--- src/cold_fault_defs.svh ---
`ifndef COLD_FAULT_DEFS_SVH
`define COLD_FAULT_DEFS_SVH

// ****************************************************************
// Register map
// ****************************************************************
`define CFA_OFFSET        8'h54
`define CFA_RESET         8'h00

// ****************************************************************
// Field positions
// ****************************************************************
`define CFA_MODE_HI       7
`define CFA_MODE_LO       6
`define CFA_RETRY_HI      5
`define CFA_RETRY_LO      3
`define CFA_DELAY_HI      2
`define CFA_DELAY_LO      0

// ****************************************************************
// Retry codes
// ****************************************************************
`define CFA_RETRY_NONE    3'h0
`define CFA_RETRY_ENDLESS 3'h7

// ****************************************************************
// Timing
// ****************************************************************
`define CFA_CLK_HZ        25000000
`define CFA_RUN_UNIT_MS   80
`define CFA_RETRY_UNIT_MS 32
`define CFA_PRESCALE_W    21

`endif

--- src/cold_fault_pkg.sv ---
package cold_fault_pkg;

    typedef enum logic [1:0] {
        MODE_IGNORE,
        MODE_RUN_THEN_RETRY,
        MODE_OFF_THEN_RETRY,
        MODE_OFF_WHILE_FAULT
    } fault_mode_e;

    typedef enum logic [2:0] {
        ST_IDLE,
        ST_RUN,
        ST_RUN_DELAY,
        ST_WAIT,
        ST_TRYING,
        ST_DROP,
        ST_LATCHED,
        ST_HOLD
    } seq_state_e;

    typedef logic [2:0] field3_t;

endpackage

--- src/delay_if.sv ---
`timescale 1ns/10ps

interface delay_if;
    logic                     start;
    logic                     retry_unit;
    cold_fault_pkg::field3_t  units;
    logic                     done;

    modport ctrl  (output start, output retry_unit, output units, input done);
    modport timer (input start, input retry_unit, input units, output done);
endinterface

--- src/delay_timer.sv ---
`timescale 1ns/10ps
`include "cold_fault_defs.svh"

module delay_timer #(
    parameter int unsigned RUN_UNIT_CYC   = `CFA_RUN_UNIT_MS * (`CFA_CLK_HZ / 1000),
    parameter int unsigned RETRY_UNIT_CYC = `CFA_RETRY_UNIT_MS * (`CFA_CLK_HZ / 1000)
) (
    input  wire logic  ref_clk,
    input  wire logic  rstn,
    delay_if.timer     tmr
);

    logic [`CFA_PRESCALE_W-1:0] pre;
    logic [`CFA_PRESCALE_W-1:0] limit;
    logic                       unit_sel;
    cold_fault_pkg::field3_t    left;
    logic                       busy;

    // Unit length is latched at start so a later mode change cannot stretch a delay
    assign limit = unit_sel ? `CFA_PRESCALE_W'(RETRY_UNIT_CYC - 1)
                            : `CFA_PRESCALE_W'(RUN_UNIT_CYC - 1);
    assign tmr.done = busy && (left == 3'h0);

    always_ff @(posedge ref_clk or negedge rstn) begin
        if (!rstn) begin
            busy     <= 1'b0;
            left     <= 3'h0;
            pre      <= '0;
            unit_sel <= 1'b0;
        end else if (tmr.start) begin
            busy     <= 1'b1;
            left     <= tmr.units;
            pre      <= '0;
            unit_sel <= tmr.retry_unit;
        end else if (busy) begin
            if (left == 3'h0) begin
                busy <= 1'b0;
            end else if (pre == limit) begin
                pre  <= '0;
                left <= left - 3'h1;
            end else begin
                pre  <= pre + `CFA_PRESCALE_W'(1);
            end
        end
    end

endmodule

--- src/undertemp_fault_response.sv ---
`timescale 1ns/10ps
`include "cold_fault_defs.svh"

// Overview of operation
// - Any mode: fault pulls alert line low and sets the status fault flag.
// - Bits 7:6 pick the reaction; code 00 keeps running untouched.
// - Code 01 runs for delay times run unit, then retries if fault remains.
// - Code 10 disables the output at once, then follows the retry field.
// - Code 11 holds output off while fault lasts, resumes when it goes.
// - Bits 5:3 set the number of restart attempts after a shutdown.
// - Retry 000 makes no attempt; output stays off until fault cleared.
// - Retry 001 tries once; on failure output stays off until cleared.
// - Spacing between attempt starts is delay field times the retry unit plus two cycles.
// - Codes 010 to 101 give two to five attempts before giving up.
// - Code 110 gives six attempts; 111 retries without limit.
// - Delay unit is 80 ms while running, 32 ms between restart attempts.

module undertemp_fault_response #(
    parameter int unsigned RUN_UNIT_CYC   = `CFA_RUN_UNIT_MS * (`CFA_CLK_HZ / 1000),
    parameter int unsigned RETRY_UNIT_CYC = `CFA_RETRY_UNIT_MS * (`CFA_CLK_HZ / 1000)
) (
    input  wire logic        ref_clk,
    input  wire logic        rstn,
    input  wire logic [7:0]  cmd_code,
    input  wire logic        cmd_wr,
    input  wire logic [7:0]  cmd_wdata,
    output logic      [7:0]  cmd_rdata,
    input  wire logic        fault_in,
    input  wire logic        output_on_cmd,
    input  wire logic        clear_faults,
    input  wire logic        alert_line_i,
    output logic             alert_line_o,
    output logic             alert_line_oe,
    output logic             output_enable,
    output logic             fault_flag,
    output logic             gave_up,
    output logic      [2:0]  attempt_count
);

    // ****************************************************************
    // Configuration register
    // ****************************************************************
    logic [7:0]                  cold_fault_action;
    cold_fault_pkg::fault_mode_e mode;
    cold_fault_pkg::field3_t     retry_code;
    cold_fault_pkg::field3_t     delay_code;

    always_ff @(posedge ref_clk or negedge rstn) begin
        if (!rstn) begin
            cold_fault_action <= `CFA_RESET;
        end else if (cmd_wr && (cmd_code == `CFA_OFFSET)) begin
            cold_fault_action <= cmd_wdata;
        end
    end

    // ****************************************************************
    // Register read path
    // ****************************************************************
    // Unmapped command codes read as zero
    always_ff @(posedge ref_clk or negedge rstn) begin
        if (!rstn) begin
            cmd_rdata <= 8'h00;
        end else if (cmd_code == `CFA_OFFSET) begin
            cmd_rdata <= cold_fault_action;
        end else begin
            cmd_rdata <= 8'h00;
        end
    end

    // ****************************************************************
    // Field decode
    // ****************************************************************
    assign mode       = cold_fault_pkg::fault_mode_e'(
                        cold_fault_action[`CFA_MODE_HI:`CFA_MODE_LO]);
    assign retry_code = cold_fault_action[`CFA_RETRY_HI:`CFA_RETRY_LO];
    assign delay_code = cold_fault_action[`CFA_DELAY_HI:`CFA_DELAY_LO];

    // ****************************************************************
    // Fault flag and alert
    // ****************************************************************
    logic fault_prev;
    logic fault_rise;

    always_ff @(posedge ref_clk or negedge rstn) begin
        if (!rstn) begin
            fault_prev <= 1'b0;
        end else begin
            fault_prev <= fault_in;
        end
    end

    assign fault_rise = fault_in && !fault_prev;

    // Set wins over a clear in the same cycle so no fault is lost
    always_ff @(posedge ref_clk or negedge rstn) begin
        if (!rstn) begin
            fault_flag <= 1'b0;
        end else if (fault_rise) begin
            fault_flag <= 1'b1;
        end else if (clear_faults) begin
            fault_flag <= 1'b0;
        end
    end

    // Open-drain alert: only ever pulled low, released otherwise
    always_ff @(posedge ref_clk or negedge rstn) begin
        if (!rstn) begin
            alert_line_o  <= 1'b0;
            alert_line_oe <= 1'b0;
        end else begin
            alert_line_o  <= 1'b0;
            alert_line_oe <= fault_flag || fault_rise;
        end
    end

    // ****************************************************************
    // Delay timer
    // ****************************************************************
    delay_if tmr ();

    delay_timer #(
        .RUN_UNIT_CYC   (RUN_UNIT_CYC),
        .RETRY_UNIT_CYC (RETRY_UNIT_CYC)
    ) u_timer (
        .ref_clk (ref_clk),
        .rstn    (rstn),
        .tmr     (tmr.timer)
    );

    // ****************************************************************
    // Response sequencer
    // ****************************************************************
    cold_fault_pkg::seq_state_e state;
    cold_fault_pkg::seq_state_e next_state;
    logic                       exhausted;
    logic                       start_run;
    logic                       start_retry;
    logic                       count_up;
    logic                       count_clr;

    // Endless retry never runs out; count saturates harmlessly there
    assign exhausted = (retry_code != `CFA_RETRY_ENDLESS) &&
                       (attempt_count >= retry_code);

    always_comb begin
        next_state  = state;
        start_run   = 1'b0;
        start_retry = 1'b0;
        count_up    = 1'b0;
        count_clr   = 1'b0;
        case (state)
            cold_fault_pkg::ST_IDLE: begin
                count_clr = 1'b1;
                if (output_on_cmd) begin
                    next_state = cold_fault_pkg::ST_RUN;
                end
            end
            cold_fault_pkg::ST_RUN: begin
                if (!fault_in) begin
                    count_clr = 1'b1;
                end else begin
                    case (mode)
                        cold_fault_pkg::MODE_IGNORE: begin
                            next_state = cold_fault_pkg::ST_RUN;
                        end
                        cold_fault_pkg::MODE_RUN_THEN_RETRY: begin
                            start_run  = 1'b1;
                            next_state = cold_fault_pkg::ST_RUN_DELAY;
                        end
                        cold_fault_pkg::MODE_OFF_THEN_RETRY: begin
                            if (retry_code == `CFA_RETRY_NONE) begin
                                next_state = cold_fault_pkg::ST_LATCHED;
                            end else begin
                                start_retry = 1'b1;
                                next_state  = cold_fault_pkg::ST_WAIT;
                            end
                        end
                        cold_fault_pkg::MODE_OFF_WHILE_FAULT: begin
                            next_state = cold_fault_pkg::ST_HOLD;
                        end
                        default: begin
                            next_state = cold_fault_pkg::ST_RUN;
                        end
                    endcase
                end
            end
            cold_fault_pkg::ST_RUN_DELAY: begin
                if (!fault_in) begin
                    count_clr  = 1'b1;
                    next_state = cold_fault_pkg::ST_RUN;
                end else if (tmr.done) begin
                    if (retry_code == `CFA_RETRY_NONE) begin
                        next_state = cold_fault_pkg::ST_LATCHED;
                    end else begin
                        start_retry = 1'b1;
                        next_state  = cold_fault_pkg::ST_WAIT;
                    end
                end
            end
            cold_fault_pkg::ST_WAIT: begin
                // Output stays off for one full spacing before the first attempt
                if (tmr.done) begin
                    start_retry = 1'b1;
                    count_up    = 1'b1;
                    next_state  = cold_fault_pkg::ST_TRYING;
                end
            end
            cold_fault_pkg::ST_TRYING: begin
                if (tmr.done) begin
                    if (!fault_in) begin
                        count_clr  = 1'b1;
                        next_state = cold_fault_pkg::ST_RUN;
                    end else if (exhausted) begin
                        next_state = cold_fault_pkg::ST_LATCHED;
                    end else begin
                        next_state = cold_fault_pkg::ST_DROP;
                    end
                end
            end
            cold_fault_pkg::ST_DROP: begin
                // One cycle off between a failed attempt and the next
                start_retry = 1'b1;
                count_up    = 1'b1;
                next_state  = cold_fault_pkg::ST_TRYING;
            end
            cold_fault_pkg::ST_LATCHED: begin
                if (clear_faults && !fault_in) begin
                    count_clr  = 1'b1;
                    next_state = cold_fault_pkg::ST_RUN;
                end
            end
            cold_fault_pkg::ST_HOLD: begin
                if (!fault_in) begin
                    next_state = cold_fault_pkg::ST_RUN;
                end
            end
            default: begin
                next_state = cold_fault_pkg::ST_IDLE;
            end
        endcase
        // Command off overrides every fault state and ends any retry run
        if (!output_on_cmd) begin
            next_state  = cold_fault_pkg::ST_IDLE;
            start_run   = 1'b0;
            start_retry = 1'b0;
            count_up    = 1'b0;
            count_clr   = 1'b1;
        end
    end

    // ****************************************************************
    // Timer requests
    // ****************************************************************
    // Spacing runs two cycles past the nominal count: one for done, one off
    assign tmr.start      = start_run || start_retry;
    assign tmr.retry_unit = start_retry;
    assign tmr.units      = delay_code;

    // ****************************************************************
    // State register
    // ****************************************************************
    always_ff @(posedge ref_clk or negedge rstn) begin
        if (!rstn) begin
            state <= cold_fault_pkg::ST_IDLE;
        end else begin
            state <= next_state;
        end
    end

    // ****************************************************************
    // Attempt counter
    // ****************************************************************
    // Saturates at seven so endless retry can never wrap to a small count
    always_ff @(posedge ref_clk or negedge rstn) begin
        if (!rstn) begin
            attempt_count <= 3'h0;
        end else if (count_clr) begin
            attempt_count <= 3'h0;
        end else if (count_up && (attempt_count != 3'h7)) begin
            attempt_count <= attempt_count + 3'h1;
        end
    end

    // ****************************************************************
    // Outputs
    // ****************************************************************
    // Outputs follow next_state so they move on the same edge as the state
    always_ff @(posedge ref_clk or negedge rstn) begin
        if (!rstn) begin
            output_enable <= 1'b0;
        end else begin
            output_enable <= (next_state == cold_fault_pkg::ST_RUN) ||
                             (next_state == cold_fault_pkg::ST_RUN_DELAY) ||
                             (next_state == cold_fault_pkg::ST_TRYING);
        end
    end

    always_ff @(posedge ref_clk or negedge rstn) begin
        if (!rstn) begin
            gave_up <= 1'b0;
        end else begin
            gave_up <= (next_state == cold_fault_pkg::ST_LATCHED);
        end
    end

endmodule

--- config.mk ---
export PLATFORM = sky130hd
export DESIGN_NAME = undertemp_fault_response
export DESIGN_NICKNAME = d
export VERILOG_FILES = /design/src/cold_fault_pkg.sv /design/src/delay_if.sv /design/src/delay_timer.sv /design/src/undertemp_fault_response.sv
export VERILOG_INCLUDE_DIRS = /design/src
export SDC_FILE = /design/constraint.sdc
export NUM_CORES = 1
export LEC_CHECK = 0
export ABC_AREA = 1
export BUFFER_PORTS_ARGS = -buffer_cell sky130_fd_sc_hd__buf_4
export CAP_MARGIN = 20
export CORE_AREA = 2 2 85 87
export CTS_CLUSTER_DIAMETER = 80
export CTS_CLUSTER_SIZE = 24
export DETAILED_ROUTE_END_ITERATION = 8
export DIE_AREA = 0 0 87 89
export PLACE_DENSITY = 0.62
export SLEW_MARGIN = 15
export SYNTH_ARGS = -nofsm -noshare
export SYNTH_HDL_FRONTEND = slang
export SYNTH_HIERARCHICAL = 1
export SYNTH_SLANG_ARGS = --single-unit
--- constraint.sdc ---
create_clock -name ref_clk -period 2.7 [get_ports ref_clk]
set_clock_uncertainty 0.15 [all_clocks]
set_input_delay 0.405 -clock ref_clk [delete_from_list [all_inputs] [get_ports ref_clk]]
set_output_delay 0.405 -clock ref_clk [all_outputs]
set_load 0.01 [all_outputs]
**Word level (Yosys, flattened, before mapping)**

Index checks and enable logic that the tools add are counted.

- $add $sub $neg: 3
- $mul: 0
- Divide/modulo/power cells: 0
- Order comparisons: 1
- Equal/unequal tests: 19
- Shift operators: 0
- Multiplexer cells: 49
- Bitwise logic cells: 0
- Reduce and logical (&&, ||, !) cells: 23

Operators with widths:

| cell | number |
|---|---|
| 21-bit two-way mux | 5 |
| 3-bit two-way mux | 16 |
| 3-bit one-hot mux with 8 select lines | 1 |
| 21-bit by 1-bit adder with 21-bit output (second input constant) | 1 |
| 21-bit == test | 1 |
| 1-bit two-way mux | 21 |
| 3-bit == test (second input constant) | 6 |
| 3-bit one-hot mux with 4 select lines | 1 |
| 3-bit by 2-bit == test with 1-bit output (second input constant) | 3 |
| 3-bit logical NOT | 3 |
| 8-bit by 7-bit == test with 1-bit output (second input constant) | 1 |
| 8-bit two-way mux | 1 |
| 1-bit one-hot mux with 4 select lines | 2 |
| 2-bit nonzero test | 4 |
| 3-bit by 1-bit == test with 1-bit output (second input constant) | 2 |
| 1-bit logical AND | 6 |
| 3-bit != test (second input constant) | 2 |
| 2-bit == test (second input constant) | 2 |
| 1-bit logical OR | 4 |
| 3-bit by 1-bit adder with 3-bit output (second input constant) | 1 |
| 3-bit greater-or-equal comparator | 1 |
| 3-bit AND reduction | 1 |
| 3-bit by 1-bit subtractor with 3-bit output (second input constant) | 1 |
| 2-bit by 1-bit == test with 1-bit output (second input constant) | 1 |
| 7 further kinds | 8 |

- Register bits: 53
- Bits in latches: 0
- Bits in writable memories: 0
- ROM bits: 0
- Word-level logic and storage cells: 108
- Memories: 0

**Logic depth before layout (Yosys ltp)**

- Word-level depth: 10
- Depth in mapped cells: 18

**Hierarchy**

The synthesis kept the hierarchy.

By module, submodules not included:

| module | times used | cells an instance | area each (um^2) | sequential area each (um^2) |
|---|---|---|---|---|
| delay_timer | 1 | 229 | 1,642.8 | 650.6 |
| undertemp_fault_response | 1 | 188 | 1,445.1 | 675.6 |

**Worst setup path before layout**

No wires, ideal clock.

- Kind: reg-to-reg
- Start: register u_timer.left[0]
- End: register u_timer.pre[8]
- Library setup time: 0.120 ns
- Arrival: 2.203 ns
- Data required time: 2.430 ns
- Path slack: 0.226 ns
- Cell stages (with the launch flop): 16
- Path through: dfrtp_1 > inv_1 > ha_1 > nand2_1 > nor2_1 > nand2_1 > o21ai_2 > a41oi_1 > a21oi_1 > buf_2 > inv_2 > nand2_2 > inv_2 > nor2_2 > xor2_1 > nor2_2

- Cells in the longest elaborated chain, start to end: 9
- Elaborated cells on any way between the ends: 12
- Those cells by class: eq/ne (1); mux (6); reduce/logical (5)

Ends and longest elaborated chain:

| item | RTL line | source |
|---|---|---|
| start, declared | delay_timer.sv:16 | `cold_fault_pkg::field3_t left;` |
| start signal, assigned | delay_timer.sv:32 | `left <= tmr.units;` |
| start signal, assigned | delay_timer.sv:40 | `left <= left - 3'h1;` |
| 3-bit logical NOT * | delay_timer.sv:22 | `assign tmr.done = busy && (left == 3'h0);` |
| 1-bit logical AND * | delay_timer.sv:22 |  |
| named net tmr.done | delay_if.sv:7 | `logic done;` |
| 1-bit two-way mux | undertemp_fault_response.sv:191 | `end else if (tmr.done) begin` |
| 1-bit two-way mux | undertemp_fault_response.sv:188 | `if (!fault_in) begin` |
| 1-bit one-hot mux with 4 select lines * | undertemp_fault_response.sv:151 | `case (state)` |
| 1-bit two-way mux * | undertemp_fault_response.sv:242 | `if (!output_on_cmd) begin` |
| 1-bit logical OR * | undertemp_fault_response.sv:255 | `assign tmr.start = start_run \|\| start_retry;` |
| named net tmr.start | delay_if.sv:4 | `logic start;` |
| 2-bit != test (no line) / 2-bit nonzero test (equally long branches) | -- |  |
| 2-bit AND reduction (no line) | -- |  |
| end signal, assigned | delay_timer.sv:42 | `` pre <= pre + `CFA_PRESCALE_W'(1); `` |
| end, declared | delay_timer.sv:13 | `` logic [`CFA_PRESCALE_W-1:0] pre; `` |

The timed path passes the listed nets; every way through them passes the cells marked *.
A chain may end at the register's enable or synchronous reset.

**Worst setup path in the final report**

- Start: register u_timer.left[0]
- End: register u_timer.pre[10]

The elaborated chain is that of the path after synthesis.

==> run summary <==
Total gr overflow: 0
Crit-path max FO: 13
Reg clk slew, reported paths: 0.11 ns
Routed Antenna Nets: 0
HP Class: in -> reg
H-tree levels: 2
Syn. warnings: 6
Synth top cells by count: nand2_1, nor2_1, dfrtp_1, inv_1, nand3_1
Pwr per Cell Area: 629 nW/um2
CTS tree: done
Clock Latency Late Sink: 0.32 ns
CTS buffer count: 5
RSZ-0062 raised after global routing: false
Final HPWL DP: 4930 um
Top-area cell type share of the netlist area: 42.9%
CP cell instances: inv_1 -> ha_1 -> nand2_1 -> nor2_2 -> nand2_1 -> o21ai_2 -> a41oi_1 -> a21oi_2 -> inv_2 -> nand2_2 -> buf_4 -> nand2_4 -> inv_4 -> nor2_1
Main flop type after synthesis: dfrtp_1
Leading area contributor after synthesis: dfrtp_1
Distinct cells, synth: 30
Root buffer cell: clkbuf_8
Layout cells sized above 1: 18.3%
Total negative slack: 0 ns
Vias in the first global route: 2,637
GRT Util Overall: 18.7%
Post-route DRC: 0
Post-synth ARST share: 100%
Post-DR wirelength/cell: 12.0 um
Synth Net Count: 448
Fin crit period: 2.45 ns
Post-synth EDFFs: 0
CP Capture Type: flop
Die width: 87 um
Critical-path top delay cell: dfrtp_1
Max Clock Freq: 408 MHz
First drt pass iteration count: 4
Final Hold Violating Endpoints: 0
Top cell by count, worst path: nand2_1
Routed WL: 6520 um
Leakage: 1.83 nW
Slew HR: 55.6%
CP Class: reg -> reg
Syn Area/Cell: 7.41 um2
Antenna diodes: 0
Setup crit start kind: flop
Switching Fraction: 38.3%
Via count: 2,727
Period utilization: 90.8%
First-pass GRT wire length: 11,500 um
GRT busiest layer: met2
Flops & latches, synth: 53
Core ar.: 6720 um2
Post-Syn Instances: 417
Row count: 30
Measured slew at the worst slew-check pin: 0.666 ns
Synthesized area: 3090 um2
Chip height: 89 um
Overall power: 0.00225 W
Initial Utilization: 46.0%
Final Max Slew Viols: 0
Top-count cell post-synth: nand2_1
Grt met3 use: 3.79%
Max-cap violations: 0
Routability congestion estimate: 0.862
Met2 Usage GRT: 30.7%
Area growth, synth to finish: 16.0%
GR Util met1: 24.8%
Seq/Total Area, Yosys: 42.9%
Vias per cell: 5.00
Int Power: 0.00139 W
Crit path DAT: 2.50 ns
Initial antenna violation count: 0
Comb power frac: 33.7%
Clock Power Share: 21.0%
DIE AREA: 7740 um2
Final setup fails: 0
Initial drt markers: 174
Sink Count: 53
Peak VDD IR: 0.000237 V
Port bufs: 36
IO Pins: 39
Flop pwr share: 45.3%
Largest stage delay, worst path: 0.40 ns
Outcome: complete, no violations
Largest net degree at the start of global routing: 54
Worst EP required: 2.75 ns
Nets: 495
Clock buffer depth: 2
Switch Pwr: 0.000863 W
Synth area leaders: dfrtp_1, nand2_1, nand3_1
-- path summary, 6_finish.rpt --
path	from	endpoint	slack, ns	cells past startpoint
worst max-delay path	u_timer/left[0]	u_timer/pre[10]	0.25	14
min in group asynchronous	rstn	alert_line_oe	0.51	2
worst max register to register	u_timer/left[0]	u_timer/pre[10]	0.25	14
worst min-delay path	fault_in	fault_prev	0.12	1
worst min register to register	u_timer/left[1]	u_timer/left[1]	0.33	2
max in group asynchronous	rstn	attempt_count[0]	1.45	2
-- metrics by stage --
| step | utilization (%) | std cells | hold WS [ns] | area, um2 | setup WS (ns) |
|---|---|---|---|---|---|
| after floorplan | - | 417 | -0.0406 | 3090 | 0.226 |
| after global placement | 51.6 | 536 | 0.308 | 3470 | 0.145 |
| after detailed placement | 51.6 | 536 | 0.313 | 3470 | 0.107 |
| after CTS | 53.2 | 545 | 0.0990 | 3570 | 0.0739 |
| after global routing | 53.3 | 545 | 0.110 | 3580 | 0.0640 |
| final | 53.3 | 545 | 0.115 | 3580 | 0.250 |
-- cell type report --
cell class | instances | area (um2)
fillers | 661 | 3140
multi-input cells | 299 | 1490
flip-flops and latches | 53 | 1330
repair buffers | 46 | 348
inverters | 59 | 224
well taps | 80 | 100
clock buffers | 5 | 68.8
clock inverters | 3 | 26.3
-- cells in the final DEF (no fill, tap or decap), types with 2 or more instances in the layout --
cell / n
dfrtp_1: 53
o21ai_0: 15
inv_1: 53
buf_4: 45
nand3_2: 3
nor2_1: 55
nor3_1: 4
nand2_1: 106
a21oi_1: 17
nor2_4: 2
xor2_1: 11
inv_2: 5
clkinv_4: 2
ha_1: 8
nand3_1: 43
nor2_2: 13
nand2_2: 3
nand4_1: 9
clkbuf_8: 5
-- cells by family (layout without fill, tap and decap cells) --
kind of cell               count (synthesis)  count (layout)  synth area share, %
AOI/OAI and AO/OA                         37              37                 6.40
xor gates and xnor gates                  11              11                 3.12
adders and majority gates                  8               8                 3.24
buffers and inverters                     65             113                 9.08
DFF                                       53              53                 42.9
other                                      1               1                0.121
and+or+nand+nor                          242             242                 35.1
-- per-layer routing --
layer | vias to the layer above | share of wire [%]
met5 | - | 0
met4 | 0 | 1.4
met3 | 7 | 4.3
met2 | 59 | 46
met1 | 1255 | 49
li1 | 1406 | -
-- power by group through the flow --
stage | Clock, W | Combinational, W | Sequential, W
finish | 0.000472 | 0.000759 | 0.00102
global route | 0.000523 | 0.000875 | 0.00104
CTS | 0.000495 | 0.000762 | 0.00102
detailed placement | 0 | 0.000760 | 0.00103
global placement | 0 | 0.000743 | 0.00103
floorplan | 0 | 0.000560 | 0.00100
-- worst max-delay path, delay by kind of cell (launching register included) --
| kind | cells | cell delay (ns) |
|---|---|---|
| adder cells (fa/ha/maj) | 1 | 0.14 |
| flip-flops | 1 | 0.40 |
| AND/OR/NAND/NOR | 6 | 0.65 |
| buffers and inverters | 4 | 0.49 |
| AO/OA/AOI/OAI | 3 | 0.47 |
-- timing repair --
item / 4_1_cts / 5_1_grt
hold buffers: 1 / 0
resized for setup: 0 / 2
buffers inserted: 0 / 0
setup endpoints to repair: 0 / 14
endpoints found under the hold margin: 24 / 0
-- flip-flops by register name, summed over array words and instances (netlist names) --
| signal | cells |
|---|---|
| alert_line_oe | 1 |
| attempt_count | 3 |
| cmd_rdata | 8 |
| cold_fault_action | 8 |
| fault_flag | 1 |
| fault_prev | 1 |
| gave_up | 1 |
| output_enable | 1 |
| state | 3 |
| u_timer/busy | 1 |
| u_timer/left | 3 |
| u_timer/pre | 21 |
| u_timer/unit_sel | 1 |
Note: power is estimated with default switching activity, not from simulation.
